<file path="src/core/arb_pkg.sv">
// Shared constants, state codes and pin carriers for the cluster bus arbiter
`default_nettype none

package arb_pkg;

	localparam int AGENTS_DEFAULT = 3;
	localparam int ID_W_DEFAULT = 2;
	localparam int SYNC_STAGES = 2;
	localparam int RESET_MASTER_ID = 0;
	localparam logic PIN_IDLE_LEVEL = 1'b1;
	localparam logic OD_DRIVE_LEVEL = 1'b0;

	typedef enum logic [4:0]
	{
		ST_IDLE = 5'h01,
		ST_REQUEST = 5'h02,
		ST_OWN = 5'h04,
		ST_YIELD = 5'h08,
		ST_HOST = 5'h10
	} agent_state_e;

	// Local transfer request from the agent's own core or DMA logic
	typedef struct packed
	{
		logic want;
		logic core;
		logic dma_high;
		logic busy;
	} xfer_req_s;

	// Everything this agent drives onto the cluster pins
	typedef struct packed
	{
		logic bus_request_n;
		logic core_priority_access_o;
		logic core_priority_access_oe;
		logic dma_priority_access_o;
		logic dma_priority_access_oe;
		logic host_bus_grant_o;
		logic host_bus_grant_oe;
		logic bus_master_flag_n;
	} pins_out_s;

	localparam pins_out_s PINS_RESET = '{
		bus_request_n: 1'b1,
		core_priority_access_o: 1'b0,
		core_priority_access_oe: 1'b0,
		dma_priority_access_o: 1'b0,
		dma_priority_access_oe: 1'b0,
		host_bus_grant_o: 1'b0,
		host_bus_grant_oe: 1'b0,
		bus_master_flag_n: 1'b1
	};

endpackage

`default_nettype wire

</file>
<file path="src/core/cluster_bus_arbiter.sv">
// One agent's distributed arbiter for the shared cluster bus
`default_nettype none

module cluster_bus_arbiter #(
	parameter int AGENTS = arb_pkg::AGENTS_DEFAULT,
	parameter int ID_W = arb_pkg::ID_W_DEFAULT
) (
	input wire logic clk, // 50 MHz bus clock
	input wire logic nrst, // Asynchronous reset, active low
	input wire logic [ID_W-1:0] agent_id, // Identity strap pins
	input wire arb_pkg::xfer_req_s xfer, // Local transfer request
	input wire logic [AGENTS-1:0] bus_request_n_in, // All agents' request pins
	input wire logic core_priority_access_n_in, // Shared core priority line
	input wire logic dma_priority_access_n_in, // Shared DMA priority line
	input wire logic host_bus_request_n_in, // Host request pin
	input wire logic host_bus_grant_n_in, // Shared host grant line
	output arb_pkg::pins_out_s pins, // Pins this agent drives
	output logic bus_owned, // Local logic may use the bus
	output logic withdrawn // Request held back by higher priority
);

	// Refuse sizes that the rotation and the pin packing cannot serve
	if (AGENTS < 2 || AGENTS > (1 << ID_W))
	begin : g_bad_agents
		$error("AGENTS must be 2 .. 2**ID_W");
	end
	// The synchronisers below are written out for exactly two stages
	if (arb_pkg::SYNC_STAGES != 2)
	begin : g_bad_sync
		$error("SYNC_STAGES must be 2");
	end

	function automatic logic is_me(input logic [ID_W-1:0] who, input logic [ID_W-1:0] me);
		is_me = (who == me);
	endfunction

	logic [ID_W-1:0] id_meta_q;
	logic [ID_W-1:0] id_sync_q;
	logic [AGENTS-1:0] br_meta_q;
	logic [AGENTS-1:0] br_sync_q;
	logic [1:0] prio_meta_q;
	logic [1:0] prio_sync_q;
	logic [1:0] host_meta_q;
	logic [1:0] host_sync_q;
	logic [ID_W-1:0] id_s;
	logic [AGENTS-1:0] br_s;
	logic cpa_s;
	logic dpa_s;
	logic hbr_s;
	logic host_owned_s;
	logic [ID_W-1:0] master_q;
	logic pick_any;
	logic [ID_W-1:0] pick_id;
	logic master_line;
	logic master_is_me;
	logic allowed;
	arb_pkg::agent_state_e state_q;
	arb_pkg::agent_state_e state_d;
	logic asking_d;
	logic request_n_q;
	logic core_oe_q;
	logic dma_oe_q;
	logic grant_oe_q;
	logic flag_n_q;

	// Every pin goes through two flops; all agents then act on identical samples.
	// Reset loads the idle level so no false edge is seen at release.
	always_ff @(posedge clk or negedge nrst)
	begin
		if (!nrst)
		begin
			id_meta_q <= {ID_W{arb_pkg::PIN_IDLE_LEVEL}};
			id_sync_q <= {ID_W{arb_pkg::PIN_IDLE_LEVEL}};
		end
		else
		begin
			id_meta_q <= agent_id;
			id_sync_q <= id_meta_q;
		end
	end

	always_ff @(posedge clk or negedge nrst)
	begin
		if (!nrst)
		begin
			br_meta_q <= {AGENTS{arb_pkg::PIN_IDLE_LEVEL}};
			br_sync_q <= {AGENTS{arb_pkg::PIN_IDLE_LEVEL}};
		end
		else
		begin
			br_meta_q <= bus_request_n_in;
			br_sync_q <= br_meta_q;
		end
	end

	always_ff @(posedge clk or negedge nrst)
	begin
		if (!nrst)
		begin
			prio_meta_q <= {2{arb_pkg::PIN_IDLE_LEVEL}};
			prio_sync_q <= {2{arb_pkg::PIN_IDLE_LEVEL}};
		end
		else
		begin
			prio_meta_q <= {core_priority_access_n_in, dma_priority_access_n_in};
			prio_sync_q <= prio_meta_q;
		end
	end

	always_ff @(posedge clk or negedge nrst)
	begin
		if (!nrst)
		begin
			host_meta_q <= {2{arb_pkg::PIN_IDLE_LEVEL}};
			host_sync_q <= {2{arb_pkg::PIN_IDLE_LEVEL}};
		end
		else
		begin
			host_meta_q <= {host_bus_request_n_in, host_bus_grant_n_in};
			host_sync_q <= host_meta_q;
		end
	end

	assign id_s = id_sync_q;
	assign br_s = ~br_sync_q;
	assign cpa_s = ~prio_sync_q[1];
	assign dpa_s = ~prio_sync_q[0];
	assign hbr_s = ~host_sync_q[1];
	assign host_owned_s = ~host_sync_q[0];

	rotate_pick #(
		.AGENTS(AGENTS),
		.ID_W(ID_W)
	) u_pick (
		.req(br_s),
		.last(master_q),
		.any(pick_any),
		.next(pick_id)
	);

	assign master_line = br_s[master_q];
	assign master_is_me = is_me(master_q, id_s) && !host_owned_s;

	// Common view of the master: it moves only once the master's own line drops,
	// which it does only at a transaction boundary, so every agent agrees
	always_ff @(posedge clk or negedge nrst)
	begin
		if (!nrst)
			master_q <= ID_W'(arb_pkg::RESET_MASTER_ID);
		else if (!host_owned_s && !master_line && pick_any)
			master_q <= pick_id;
	end

	// Who may hold a request: core beats high DMA beats normal DMA.
	// A wired line also carries our own drive, but we never test a line we drive.
	always_comb
	begin
		if (xfer.core)
			allowed = 1'b1;
		else if (xfer.dma_high)
			allowed = !cpa_s;
		else
			allowed = !cpa_s && !dpa_s;
	end

	always_comb
	begin
		state_d = state_q;
		case (state_q)
			arb_pkg::ST_IDLE:
			begin
				if (master_is_me && !master_line && hbr_s)
					state_d = arb_pkg::ST_HOST;
				else if (xfer.want)
					state_d = allowed ? arb_pkg::ST_REQUEST : arb_pkg::ST_YIELD;
			end
			arb_pkg::ST_REQUEST:
			begin
				if (!xfer.want)
					state_d = arb_pkg::ST_IDLE;
				else if (!allowed)
					state_d = arb_pkg::ST_YIELD;
				// Host wins even when the pointer lands on us with our line already up
				else if (master_is_me && hbr_s)
					state_d = arb_pkg::ST_HOST;
				else if (master_is_me && br_s[id_s] && !hbr_s)
					state_d = arb_pkg::ST_OWN;
			end
			arb_pkg::ST_OWN:
			begin
				// Nothing changes hands in the middle of a transaction
				if (!xfer.busy)
				begin
					if (hbr_s)
						state_d = arb_pkg::ST_HOST;
					else if (!xfer.want)
						state_d = arb_pkg::ST_IDLE;
					else if (!allowed)
						state_d = arb_pkg::ST_YIELD;
				end
			end
			arb_pkg::ST_YIELD:
			begin
				if (!xfer.want)
					state_d = arb_pkg::ST_IDLE;
				else if (allowed)
					state_d = arb_pkg::ST_REQUEST;
			end
			arb_pkg::ST_HOST:
			begin
				// Request stays up the whole time so the bus comes straight back
				if (!hbr_s)
					state_d = xfer.want ? arb_pkg::ST_REQUEST : arb_pkg::ST_IDLE;
			end
			default:
				state_d = arb_pkg::ST_IDLE;
		endcase
	end

	always_ff @(posedge clk or negedge nrst)
	begin
		if (!nrst)
			state_q <= arb_pkg::ST_IDLE;
		else
			state_q <= state_d;
	end

	assign asking_d = (state_d == arb_pkg::ST_REQUEST) || (state_d == arb_pkg::ST_OWN);

	// Pin flops follow the next state so the pins move in the edge after the decision
	always_ff @(posedge clk or negedge nrst)
	begin
		if (!nrst)
			request_n_q <= arb_pkg::PINS_RESET.bus_request_n;
		else
			request_n_q <= !(asking_d || state_d == arb_pkg::ST_HOST);
	end

	always_ff @(posedge clk or negedge nrst)
	begin
		if (!nrst)
			core_oe_q <= arb_pkg::PINS_RESET.core_priority_access_oe;
		else
			core_oe_q <= asking_d && xfer.core;
	end

	always_ff @(posedge clk or negedge nrst)
	begin
		if (!nrst)
			dma_oe_q <= arb_pkg::PINS_RESET.dma_priority_access_oe;
		else
			dma_oe_q <= asking_d && !xfer.core && xfer.dma_high;
	end

	always_ff @(posedge clk or negedge nrst)
	begin
		if (!nrst)
			grant_oe_q <= arb_pkg::PINS_RESET.host_bus_grant_oe;
		else
			grant_oe_q <= (state_d == arb_pkg::ST_HOST);
	end

	always_ff @(posedge clk or negedge nrst)
	begin
		if (!nrst)
			flag_n_q <= arb_pkg::PINS_RESET.bus_master_flag_n;
		else
			flag_n_q <= !(state_d == arb_pkg::ST_OWN);
	end

	// Open-drain data bits sit at the drive level; only the enables move the lines
	always_comb
	begin
		pins = arb_pkg::PINS_RESET;
		pins.bus_request_n = request_n_q;
		pins.core_priority_access_o = arb_pkg::OD_DRIVE_LEVEL;
		pins.core_priority_access_oe = core_oe_q;
		pins.dma_priority_access_o = arb_pkg::OD_DRIVE_LEVEL;
		pins.dma_priority_access_oe = dma_oe_q;
		pins.host_bus_grant_o = arb_pkg::OD_DRIVE_LEVEL;
		pins.host_bus_grant_oe = grant_oe_q;
		pins.bus_master_flag_n = flag_n_q;
	end

	always_ff @(posedge clk or negedge nrst)
	begin
		if (!nrst)
			bus_owned <= 1'b0;
		else
			bus_owned <= (state_d == arb_pkg::ST_OWN);
	end

	always_ff @(posedge clk or negedge nrst)
	begin
		if (!nrst)
			withdrawn <= 1'b0;
		else
			withdrawn <= (state_d == arb_pkg::ST_YIELD);
	end

endmodule

`default_nettype wire

</file>
<file path="src/core/rotate_pick.sv">
// Round-robin picker: first requester above the last master, wrapping
`default_nettype none

module rotate_pick #(
	parameter int AGENTS = arb_pkg::AGENTS_DEFAULT,
	parameter int ID_W = arb_pkg::ID_W_DEFAULT
) (
	input wire logic [AGENTS-1:0] req, // Sampled request lines, active high
	input wire logic [ID_W-1:0] last, // Present master
	output logic any, // Some agent requests
	output logic [ID_W-1:0] next // Chosen next master
);

	always_comb
	begin
		int idx;
		idx = 0;
		any = 1'b0;
		next = last;
		// Scan last+1 upward and wrap, so last itself is tried last
		for (int k = 1; k <= AGENTS; k++)
		begin
			idx = (int'(last) + k) % AGENTS;
			if (!any && req[idx])
			begin
				any = 1'b1;
				next = ID_W'(idx);
			end
		end
	end

endmodule

`default_nettype wire

</file>
<file path="config.mk">
export PLATFORM = sky130hd
export DESIGN_NAME = cluster_bus_arbiter
export DESIGN_NICKNAME = d
export VERILOG_FILES = /design/src/core/arb_pkg.sv /design/src/core/cluster_bus_arbiter.sv /design/src/core/rotate_pick.sv
export SDC_FILE = /design/constraint.sdc
export NUM_CORES = 1
export LEC_CHECK = 0
export ABC_AREA = 0
export BUFFER_PORTS_ARGS = -buffer_cell sky130_fd_sc_hd__buf_2
export CAP_MARGIN = 5
export CORE_MARGIN = 4
export CORE_UTILIZATION = 25
export CTS_BUF_LIST = sky130_fd_sc_hd__clkbuf_8
export DETAILED_ROUTE_END_ITERATION = 8
export SLEW_MARGIN = 25
export SYNTH_ARGS = -nofsm -noshare
export SYNTH_HDL_FRONTEND = slang
export SYNTH_SLANG_ARGS = --single-unit
</file>
<file path="constraint.sdc">
create_clock -name clk -period 3.1 [get_ports clk]
set_clock_uncertainty 0.15 [all_clocks]
set_input_delay 0.155 -clock clk [delete_from_list [all_inputs] [get_ports clk]]
set_output_delay 0.155 -clock clk [all_outputs]
set_load 0.05 [all_outputs]
</file>
==> results of run 1 <==
[kinds of logic after synthesis]
kind of cell               count (synthesis)
other                                      1
buffers and inverters                     20
and+or+nand+nor                           33
adders and majority gates                  4
xor gates and xnor gates                   3
muxes                                      4
DFF                                       32
AOI/OAI and AO/OA                         47
[cells in the mapped netlist (all sizes together) (2+ instances only)]
cell type / count / area [um2]
dfstp: 21 / 552
o21ai: 12 / 60.1
dfrtp: 11 / 275
inv: 11 / 43.8
a21oi: 10 / 53.8
buf: 9 / 65.1
nor3: 7 / 56.3
ha: 4 / 50.1
nand2: 4 / 15.0
nor2b: 4 / 25.0
nor3b: 4 / 30.0
a21o: 3 / 22.5
mux2i: 3 / 30.0
nor2: 3 / 11.3
o31ai: 3 / 22.5
xor2: 3 / 26.3
a221o: 2 / 20.0
nand3: 2 / 10.0
nand3b: 2 / 15.0
o211ai: 2 / 15.0
o21a: 2 / 15.0
o311ai: 2 / 42.6
[flip-flops by register name, indices dropped and copies added (netlist names), 2 cells and up]
| signal | flops |
|---|---|
| br_meta_q | 3 |
| br_sync_q | 3 |
| id_meta_q | 2 |
| host_meta_q | 2 |
| id_s | 2 |
| master_q | 2 |
| prio_sync_q | 2 |
| prio_meta_q | 2 |
| host_sync_q | 2 |
| state_q | 5 |
[timing repair]
action / 4_1_cts / 5_1_grt
hold buffers: 12 / 0
endpoints found under the setup margin: 0 / 0
hold endpoints to repair: 22 / 0
buffers inserted: 0 / 0
[worst max-delay path: stages, from the launching register on]
cell	delay, ps
dfrtp_1	450
inv_1	130
ha_1	310
nor2b_1	170
o41ai_2	510
a21oi_1	90
a41oi_1	170
o21ai_0	90
[power by group through the flow]
stage | clock network [mW] | registers, mW | logic [mW]
global placement | 0 | 0.558 | 0.501
floorplan | 0 | 0.547 | 0.428
finish | 0.337 | 0.553 | 0.522
detailed placement | 0 | 0.557 | 0.507
global route | 0.369 | 0.562 | 0.576
CTS | 0.348 | 0.552 | 0.522
[through the flow]
stage	hold WS, ps	instance area, um2	worst slack [ps]	std cells	util (%)
4_1_cts	101	2000	919	255	31.5
6_report	108	2000	916	255	31.5
3_3_place_gp	73.3	1780	1020	235	28.1
5_1_grt	123	2000	747	255	31.5
2_1_floorplan	-291	1650	1150	146	-
3_5_place_dp	86.9	1780	938	235	28.1
[routing by layer]
layer | GRT usage (%) | up-vias
met5 | 0 | -
met3 | 2.76 | 6
li1 | - | 582
met4 | 2.84 | 0
met2 | 11.9 | 34
met1 | 11.2 | 545
[path summary, 6_finish.rpt]
path	from	to	slack, ps
worst max-delay path	master_q[0]	master_q[1]	920
worst min-delay path	xfer[3]	state_q[0]	110
worst max register to register	master_q[0]	master_q[1]	920
worst min register to register	id_meta_q[1]	id_s[1]	200
max in group asynchronous	nrst	state_q[1]	2050
min in group asynchronous	nrst	master_q[0]	300
[final cells by class]
| cell class | instances | area share [%] |
|---|---|---|
| clock buffer | 6 | 4.13 |
| clock inverter | 2 | 0.689 |
| inverter | 11 | 2.19 |
| multi-input combinational | 94 | 35.5 |
| sequential | 32 | 41.4 |
| tap | 77 | 4.82 |
| timing repair buffer | 33 | 11.3 |
[cells in the final DEF (no fill, tap or decap), types with 2 or more instances in the layout]
cell / count
dlygate4sd3_1: 12
nand3b_1: 2
nor2_1: 3
xor2_1: 3
buf_2: 21
o211ai_1: 2
o21a_1: 2
o31ai_1: 3
dfrtp_1: 11
nor3_1: 4
dfstp_2: 21
nand2_1: 4
clkbuf_8: 6
a221o_1: 2
mux2i_1: 3
conb_1: 3
inv_1: 10
nor3_2: 2
a21o_1: 3
inv_4: 2
nor3b_1: 4
a21oi_1: 9
nand3_1: 2
nor2b_1: 4
o21ai_0: 9
o21ai_1: 3
ha_1: 4
==> impl_metrics.ini, run 1 <==
[outcome]
status = finished, final reports clean

[logic_synthesis]
syn_avg_cell_area_um2 = 11.4
synth_cell_type_count = 49
synthArstFlopShare_pct = 100
synth_compound_area_share_pct = 22.5
ys.flop_type = dfstp_2
synth_seq_cells = 32
syn_inst = 144
synth_fa_ha_area_share_pct = 3.06
yosysWarningCount = 0
synth.cell_area_um2 = 1640
synth_mux_area_share_pct = 2.52
synth_top_family_by_area = compound AO/OA/AOI/OAI gates
ys_seq_area_share_pct = 50.5
synthSimpleGateAreaFrac_pct = 12.9
synth-xor-area-share_pct = 1.60
synth_edf_count = 0

[floorplan]
die_height_um = 88.9
fp.coreArea_um2 = 6350
io_pins = 25
die_w_um = 88.9
die_area_um2 = 7910
start_util_pct = 25.8
fp-row-count = 29

[cts]
cts-htree-levels = 2
root_buffer = clkbuf_8
path_clk_slew_ps = 70
clk_latency_ps = 280
cts_sinks = 32
cts_buffer_depth = 2
cts-buffers-inserted = 5
cts_resized = 0
cts_tree = yes

[routing]
drtPass1Iterations = 4
routedWlPerCell_um = 11.8
antenna_left = 0
topRoutingLayerUsed = met4
via_count = 1167
wirelength_um = 3010
wl_met2_um = 1360
m1WireLength_um = 1430
route.detailed.drc = 0
met3WireLength_um = 186
initialDrtViolationCount = 68
via_per_inst = 4.58

[timing]
slew_viol_final = 0
relSlewSlack_pct = 53.7
worstMarginPinSlew_ps = 694
period_share_pct = 70.5
setup_violations = 0
finalHoldViolCount = 0
grt_setup_unrepaired = no
fin_tns_setup_ps = 0
fmax_mhz = 458
fin_crit_ps = 2180

[grt]
grt_overflow = 0
antenna_found_initial = 0
grt_pass1_vias = 1094
grt_max_degree = 33
grt_pass1_wl_um = 5040
grt_use_total_pct = 8.12

[setup_path]
critical_path_class = reg -> reg
end_kind = flop
reg2reg_depth = 7
crit_required_ps = 3120
crit_path_start_kind = flop
arrival_ps = 2200
worstPathMaxFanout = 8

[pwr]
p_per_area_nw_per_um2 = 707
pwr-share-clk_pct = 23.8
p_leak_nw = 0.871
power_frac_comb_pct = 37.0
sequentialPowerShare_pct = 39.2
design_power_total_mw = 1.41
p_sw_mw = 0.524
p_int_mw = 0.888
ir_drop_v = 0.000371
switching_share_pct = 37.1

[place]
gp_congestion = 0.797
portBuffers = 21
dpl.hpwl_um = 2080

[hold_path]
hold_depth = 4
hold_path.class = in -> reg

[run]
maxCapViolations = 0

[cells_and_area]
drive_gt1_share_pct = 34.8
multiInputGateArea_um2 = 709
fin_nets = 196
layout.area.seq_um2 = 827
area_growth_pct = 22.0
fillers = 633
n_antenna_cell = 0
(Power assumes the default switching activity.)
==> inputs of run 2 (changes only) <==
--- a/config.mk
+++ b/config.mk
@@ -5,7 +5,7 @@
 export SDC_FILE = /design/constraint.sdc
 export NUM_CORES = 1
 export LEC_CHECK = 0
-export ABC_AREA = 0
+export ABC_AREA = 1
 export BUFFER_PORTS_ARGS = -buffer_cell sky130_fd_sc_hd__buf_2
 export CAP_MARGIN = 5
 export CORE_MARGIN = 4
==> constraint.sdc (replaced) <==
create_clock -name clk -period 2.25 [get_ports clk]
set_clock_uncertainty 0.15 [all_clocks]
set_input_delay 0.1125 -clock clk [delete_from_list [all_inputs] [get_ports clk]]
set_output_delay 0.1125 -clock clk [all_outputs]
set_load 0.05 [all_outputs]
==> run 2 against run 1 <==
  * Sequential power grew 42%
  * Fmax increased by 7.3%
  * Core utilization up 0.74 points
  * Register-to-register slack got worse by 700 ps
  * Power increased by 62%
  * Final cell count rose by 21%
  * Critical endpoint is now master_q[0]
  * Largest power group is now combinational cells
  * Highest routed layer unchanged
==> impl_metrics.ini, run 2 <==
[hold_path]
hold_depth = 3
hold_path.class = in -> reg

[setup_path]
crit_required_ps = 2280
reg2reg_depth = 10
worstPathMaxFanout = 7
critical_path_class = reg -> reg
arrival_ps = 2070
end_kind = flop
crit_path_start_kind = flop

[timing]
fin_tns_setup_ps = 0
fin_crit_ps = 2040
setup_violations = 0
period_share_pct = 90.5
relSlewSlack_pct = 55.1
grt_setup_unrepaired = no
fmax_mhz = 491
slew_viol_final = 0
fin_ws_ps = 214
worstMarginPinSlew_ps = 674
finalHoldViolCount = 0

[pwr]
p_leak_nw = 1.00
ir_drop_v = 0.000372
p_per_area_nw_per_um2 = 1110

[cells_and_area]
area_growth_pct = 23.3
layout_common_cells = 45 x nand2_1, 21 x inv_1, 21 x dfstp_2, 21 x buf_2, 20 x nor2_1
drive_gt1_share_pct = 30.7
largest_reg_flops = 5
n_antenna_cell = 0
utilization_pct = 32.2
final_common_cell = nand2_1
regMostFlops = state_q
biggestRegsByFlops = state_q x5, br_meta_q x3, br_sync_q x3
fin_nets = 249

[cts]
path_clk_slew_ps = 70
cts_setup_buffers = 0
cts_resized = 0
root_buffer = clkbuf_8
cts_sinks = 32
cts_tree = yes
cts_buffer_depth = 2
cts-buffers-inserted = 5
clk_latency_ps = 280
cts-htree-levels = 2

[grt]
grt_pass1_wl_um = 5840
grt_pass1_vias = 1289
grt_max_degree = 33
antenna_found_initial = 0
grt_overflow = 0
grt_use_total_pct = 8.98

[logic_synthesis]
synth_edf_count = 0
synth.cell_area_um2 = 1680
yosys-top-cells-area = dfstp_2 33%, dfrtp_1 16%, nand2_1 10%, inv_1 4.7%, nor2_1 4.5%
synth_top_area_share_pct = 32.9
syn_avg_cell_area_um2 = 8.60
ys.flop_type = dfstp_2
yosysWarningCount = 0
synth_top_cells_by_count = 45 x nand2_1, 21 x dfstp_2, 21 x inv_1, 20 x nor2_1, 12 x nand3_1
yosysMostFrequentCell = nand2_1
synth.largest_area_cell = dfstp_2
syn_inst = 195
synth_seq_cells = 32
synth_cell_type_count = 27
synthArstFlopShare_pct = 100
ys_seq_area_share_pct = 49.3

[floorplan]
fp-row-count = 29
die_area_um2 = 8090
die_height_um = 89.9
io_pins = 25
fp.coreArea_um2 = 6420
die_w_um = 89.9
start_util_pct = 26.1

[routing]
antenna_left = 0
drtPass1Iterations = 4
routedWlPerCell_um = 10.9
route.detailed.drc = 0
initialDrtViolationCount = 59
wirelength_um = 3350
via_count = 1357
via_per_inst = 4.41

[place]
portBuffers = 21
gp_congestion = 0.865
dpl.hpwl_um = 2360
pre_cts_slack_ps = 258

[run]
maxCapViolations = 0

[outcome]
status = finished, final reports clean
-- run 2: cell count changes after synthesis, sizes merged, moves of 4 or more --
cell   delta
nand3    +15
nand2    +45
nor3      -6
nor2     +25
nor2b     -4
inv      +11
nor3b     -4
-- run 2: final timing paths --
kind,end,slack [ps],start
worst max-delay path,master_q[0],210,master_q[0]
min in group asynchronous,master_q[1],260,nrst
worst max register to register,master_q[0],210,master_q[0]
worst min register to register,br_sync_q[2],200,br_meta_q[2]
worst min-delay path,withdrawn,100,xfer[3]
max in group asynchronous,grant_oe_q,1260,nrst
-- run 2: timing repair --
action                                  in CTS  in global routing
endpoints found under the hold margin       22                  0
endpoints found under the setup margin       0                  0
hold buffers                                13                  0
-- run 2: per-layer routing --
layer | share of wire, % | vias to the layer above | GRT usage, % | wire length (um)
li1 | - | 682 | - | -
met1 | 45 | 623 | 10.5 | 1510
met2 | 47 | 42 | 14.8 | 1560
met3 | 4.7 | 10 | 2.17 | 158
met4 | 3.4 | 0 | 5.36 | 113
met5 | 0 | - | 0 | 0
-- run 2: layout make-up --
type	instances	area (um2)
Tap cell	77	96.3
Clock inverter	3	42.5
Sequential cell	32	827
Timing Repair Buffer	34	235
Fill cell	645	4350
Multi-Input combinational cell	135	716
Clock buffer	5	68.8
Inverter	22	82.6
-- run 2: cells by family after synthesis --
kind of cell | synth area share [%]
and+or+nand+nor | 27.5
other | 0.223
AOI/OAI and AO/OA | 10.5
DFF | 49.3
xor gates and xnor gates | 0.970
buffers and inverters | 8.50
adders and majority gates | 2.98
-- run 2: metrics by stage --
stage | area (um2) | hold slack (ps) | std cells | power, mW
global route | 2070 | 115 | 308 | 2.48
floorplan | 1690 | -333 | 197 | 1.55
finish | 2070 | 103 | 308 | 2.29
global placement | 1830 | 40.6 | 287 | 1.70
detailed placement | 1830 | 52.6 | 287 | 1.73
CTS | 2070 | 87.9 | 308 | 2.30
-- run 2: worst max-delay path: stages (launching register included) --
cell	delay, ps
dfrtp_1	470
inv_2	100
ha_1	360
inv_1	110
a21oi_1	80
a21oi_2	230
nand3_1	170
nor2_1	130
nor2_1	50
nand2_1	50
nand2_1	40
-- run 2: power breakdown --
part	leakage (nW)	total (mW)	internal, mW	switching (mW)
registers	0.368	0.784	0.687	0.0967
logic	0.581	0.959	0.321	0.638
clock network	0.0541	0.548	0.327	0.221
==> inputs of run 3 (changes only) <==
--- a/config.mk
+++ b/config.mk
@@ -9,9 +9,10 @@
 export BUFFER_PORTS_ARGS = -buffer_cell sky130_fd_sc_hd__buf_2
 export CAP_MARGIN = 5
 export CORE_MARGIN = 4
-export CORE_UTILIZATION = 25
+export CORE_UTILIZATION = 55
 export CTS_BUF_LIST = sky130_fd_sc_hd__clkbuf_8
 export DETAILED_ROUTE_END_ITERATION = 8
+export PLACE_DENSITY = 0.77
 export SLEW_MARGIN = 25
 export SYNTH_ARGS = -nofsm -noshare
 export SYNTH_HDL_FRONTEND = slang
==> run 3 against run 2 <==
  * Clock power up 10%
  * Global-route usage up 12 points
  * Final cell count down 15%
  * Register-to-register slack better by 30 ps
  * Final area down 2.0%
  * Fmax up 1.4%
  * Routed wire length up 12%
  * Sequential share of layout area up 0.88 points
  * Core utilization up 39 points
  * Hold slack worse by 40 ps
  * Largest cell class unchanged
==> impl_metrics.ini, run 3 (synthesis gave the netlist of run 2 again) <==
[timing]
finalHoldViolCount = 0
fin_ws_ps = 242
holdWs_ps = 63.3
grt_setup_unrepaired = no
slew_viol_final = 0
setup_violations = 0
relSlewSlack_pct = 55.7
period_share_pct = 89.2
worstMarginPinSlew_ps = 665
fin_tns_setup_ps = 0
fmax_mhz = 498
fin_crit_ps = 2010

[pwr]
p_per_area_nw_per_um2 = 1170
p_leak_nw = 1.01
ir_drop_v = 0.000681

[floorplan]
die_w_um = 63.2
io_pins = 25
die_area_um2 = 4000
fp.coreArea_um2 = 2830
start_util_pct = 59.3
die_height_um = 63.2
fp-row-count = 19

[grt]
grt-busiest-layer = met2
grt_overflow = 0
grt_pass1_wl_um = 6590
grt_max_degree = 33
grt_use_total_pct = 21.2
met1_usage_pct = 25.0
antenna_found_initial = 0
grt_pass1_vias = 1453
grt_util_met3_pct = 6.22
grt.met2_usage_pct = 35.2

[setup_path]
crit_path_start_kind = flop
arrival_ps = 2030
critical_path_class = reg -> reg
reg2reg_depth = 10
r2r_end = master_q[0]
rrSetupSlack_ps = 240
r2r-start = master_q[0]
end_kind = flop
worstPathMaxFanout = 7
crit_required_ps = 2280

[routing]
routedWlPerCell_um = 14.3
drtPass1Iterations = 5
via_per_inst = 5.53
via_count = 1450
wirelength_um = 3740
initialDrtViolationCount = 140
route.detailed.drc = 0
antenna_left = 0

[outcome]
status = finished, final reports clean

[cells_and_area]
utilization_pct = 71.6
area_growth_pct = 20.8
fin_nets = 249
drive_gt1_share_pct = 31.2
final_common_cell = nand2_1
largest_reg_flops = 5
biggestRegsByFlops = state_q x5, br_meta_q x3, br_sync_q x3
n_antenna_cell = 0
layout_common_cells = 45 x nand2_1, 21 x inv_1, 21 x dfstp_2, 21 x buf_2, 20 x nor2_1
regMostFlops = state_q

[cts]
cts_setup_buffers = 0
path_clk_slew_ps = 70
root_buffer = clkbuf_8
cts_buffer_depth = 2
cts_sinks = 32
cts-htree-levels = 2
cts_tree = yes
clk_latency_ps = 290
cts-buffers-inserted = 5

[hold_path]
hold_path_end = state_q[3]
hold_path.class = in -> reg
hold_depth = 3
hold_start = xfer[3]

[run]
maxCapViolations = 0

[place]
dpl.hpwl_um = 2540
gp_congestion = 0.889
portBuffers = 21
pre_cts_slack_ps = 218
-- run 3: how the worst max path moves through the flow --
stage / slack [ps] / startpoint / to / cells after the start
6_report: 240 / master_q[0] / master_q[0] / 10
5_1_grt: 60 / master_q[1] / master_q[1] / 8
4_1_cts: 200 / master_q[0] / master_q[0] / 10
3_5_place_dp: 220 / master_q[0] / master_q[0] / 10
3_3_place_gp: 350 / master_q[0] / master_q[0] / 10
2_1_floorplan: 440 / master_q[0] / master_q[0] / 10
-- run 3: stage by stage --
| stage | std cells | total power, mW | cell area, um2 |
|---|---|---|---|
| 5_1_grt | 262 | 2.57 | 2030 |
| 4_1_cts | 262 | 2.37 | 2030 |
| 2_1_floorplan | 197 | 1.55 | 1690 |
| 3_5_place_dp | 241 | 1.74 | 1770 |
| 6_report | 262 | 2.38 | 2030 |
| 3_3_place_gp | 241 | 1.68 | 1770 |
-- run 3: per-layer routing --
metal	up-vias	wire [um]
li1	689	-
met1	674	1480
met2	73	1830
met3	14	296
met4	0	129
met5	-	0
-- run 3: critical path: stages (launching register included) --
cell,delay [ps]
dfrtp_2,430
inv_2,80
ha_1,350
inv_1,120
a21oi_1,90
a21oi_2,230
nand3_1,180
nor2_1,130
nor2_1,50
nand2_1,50
nand2_1,50
-- run 3: cell type report --
class                      instances  area, um2
sequential                        32        828
multi-input combinational        135        716
tap                               31       38.8
fill                             191        802
inverter                          22       82.6
clock inverter                     1       30.0
clock buffer                       7       96.3
timing repair buffer              34        235
-- run 3: power by group --
| part | switching, mW | internal (mW) |
|---|---|---|
| Sequential | 0.102 | 0.689 |
| Combinational | 0.661 | 0.322 |
| Clock | 0.214 | 0.391 |
| Total | 0.978 | 1.40 |
-- run 3: repair_timing --
action	CTS	global route
resized for setup	0	1
hold endpoints to repair	22	0
setup endpoints to repair	0	1
hold buffers	13	0
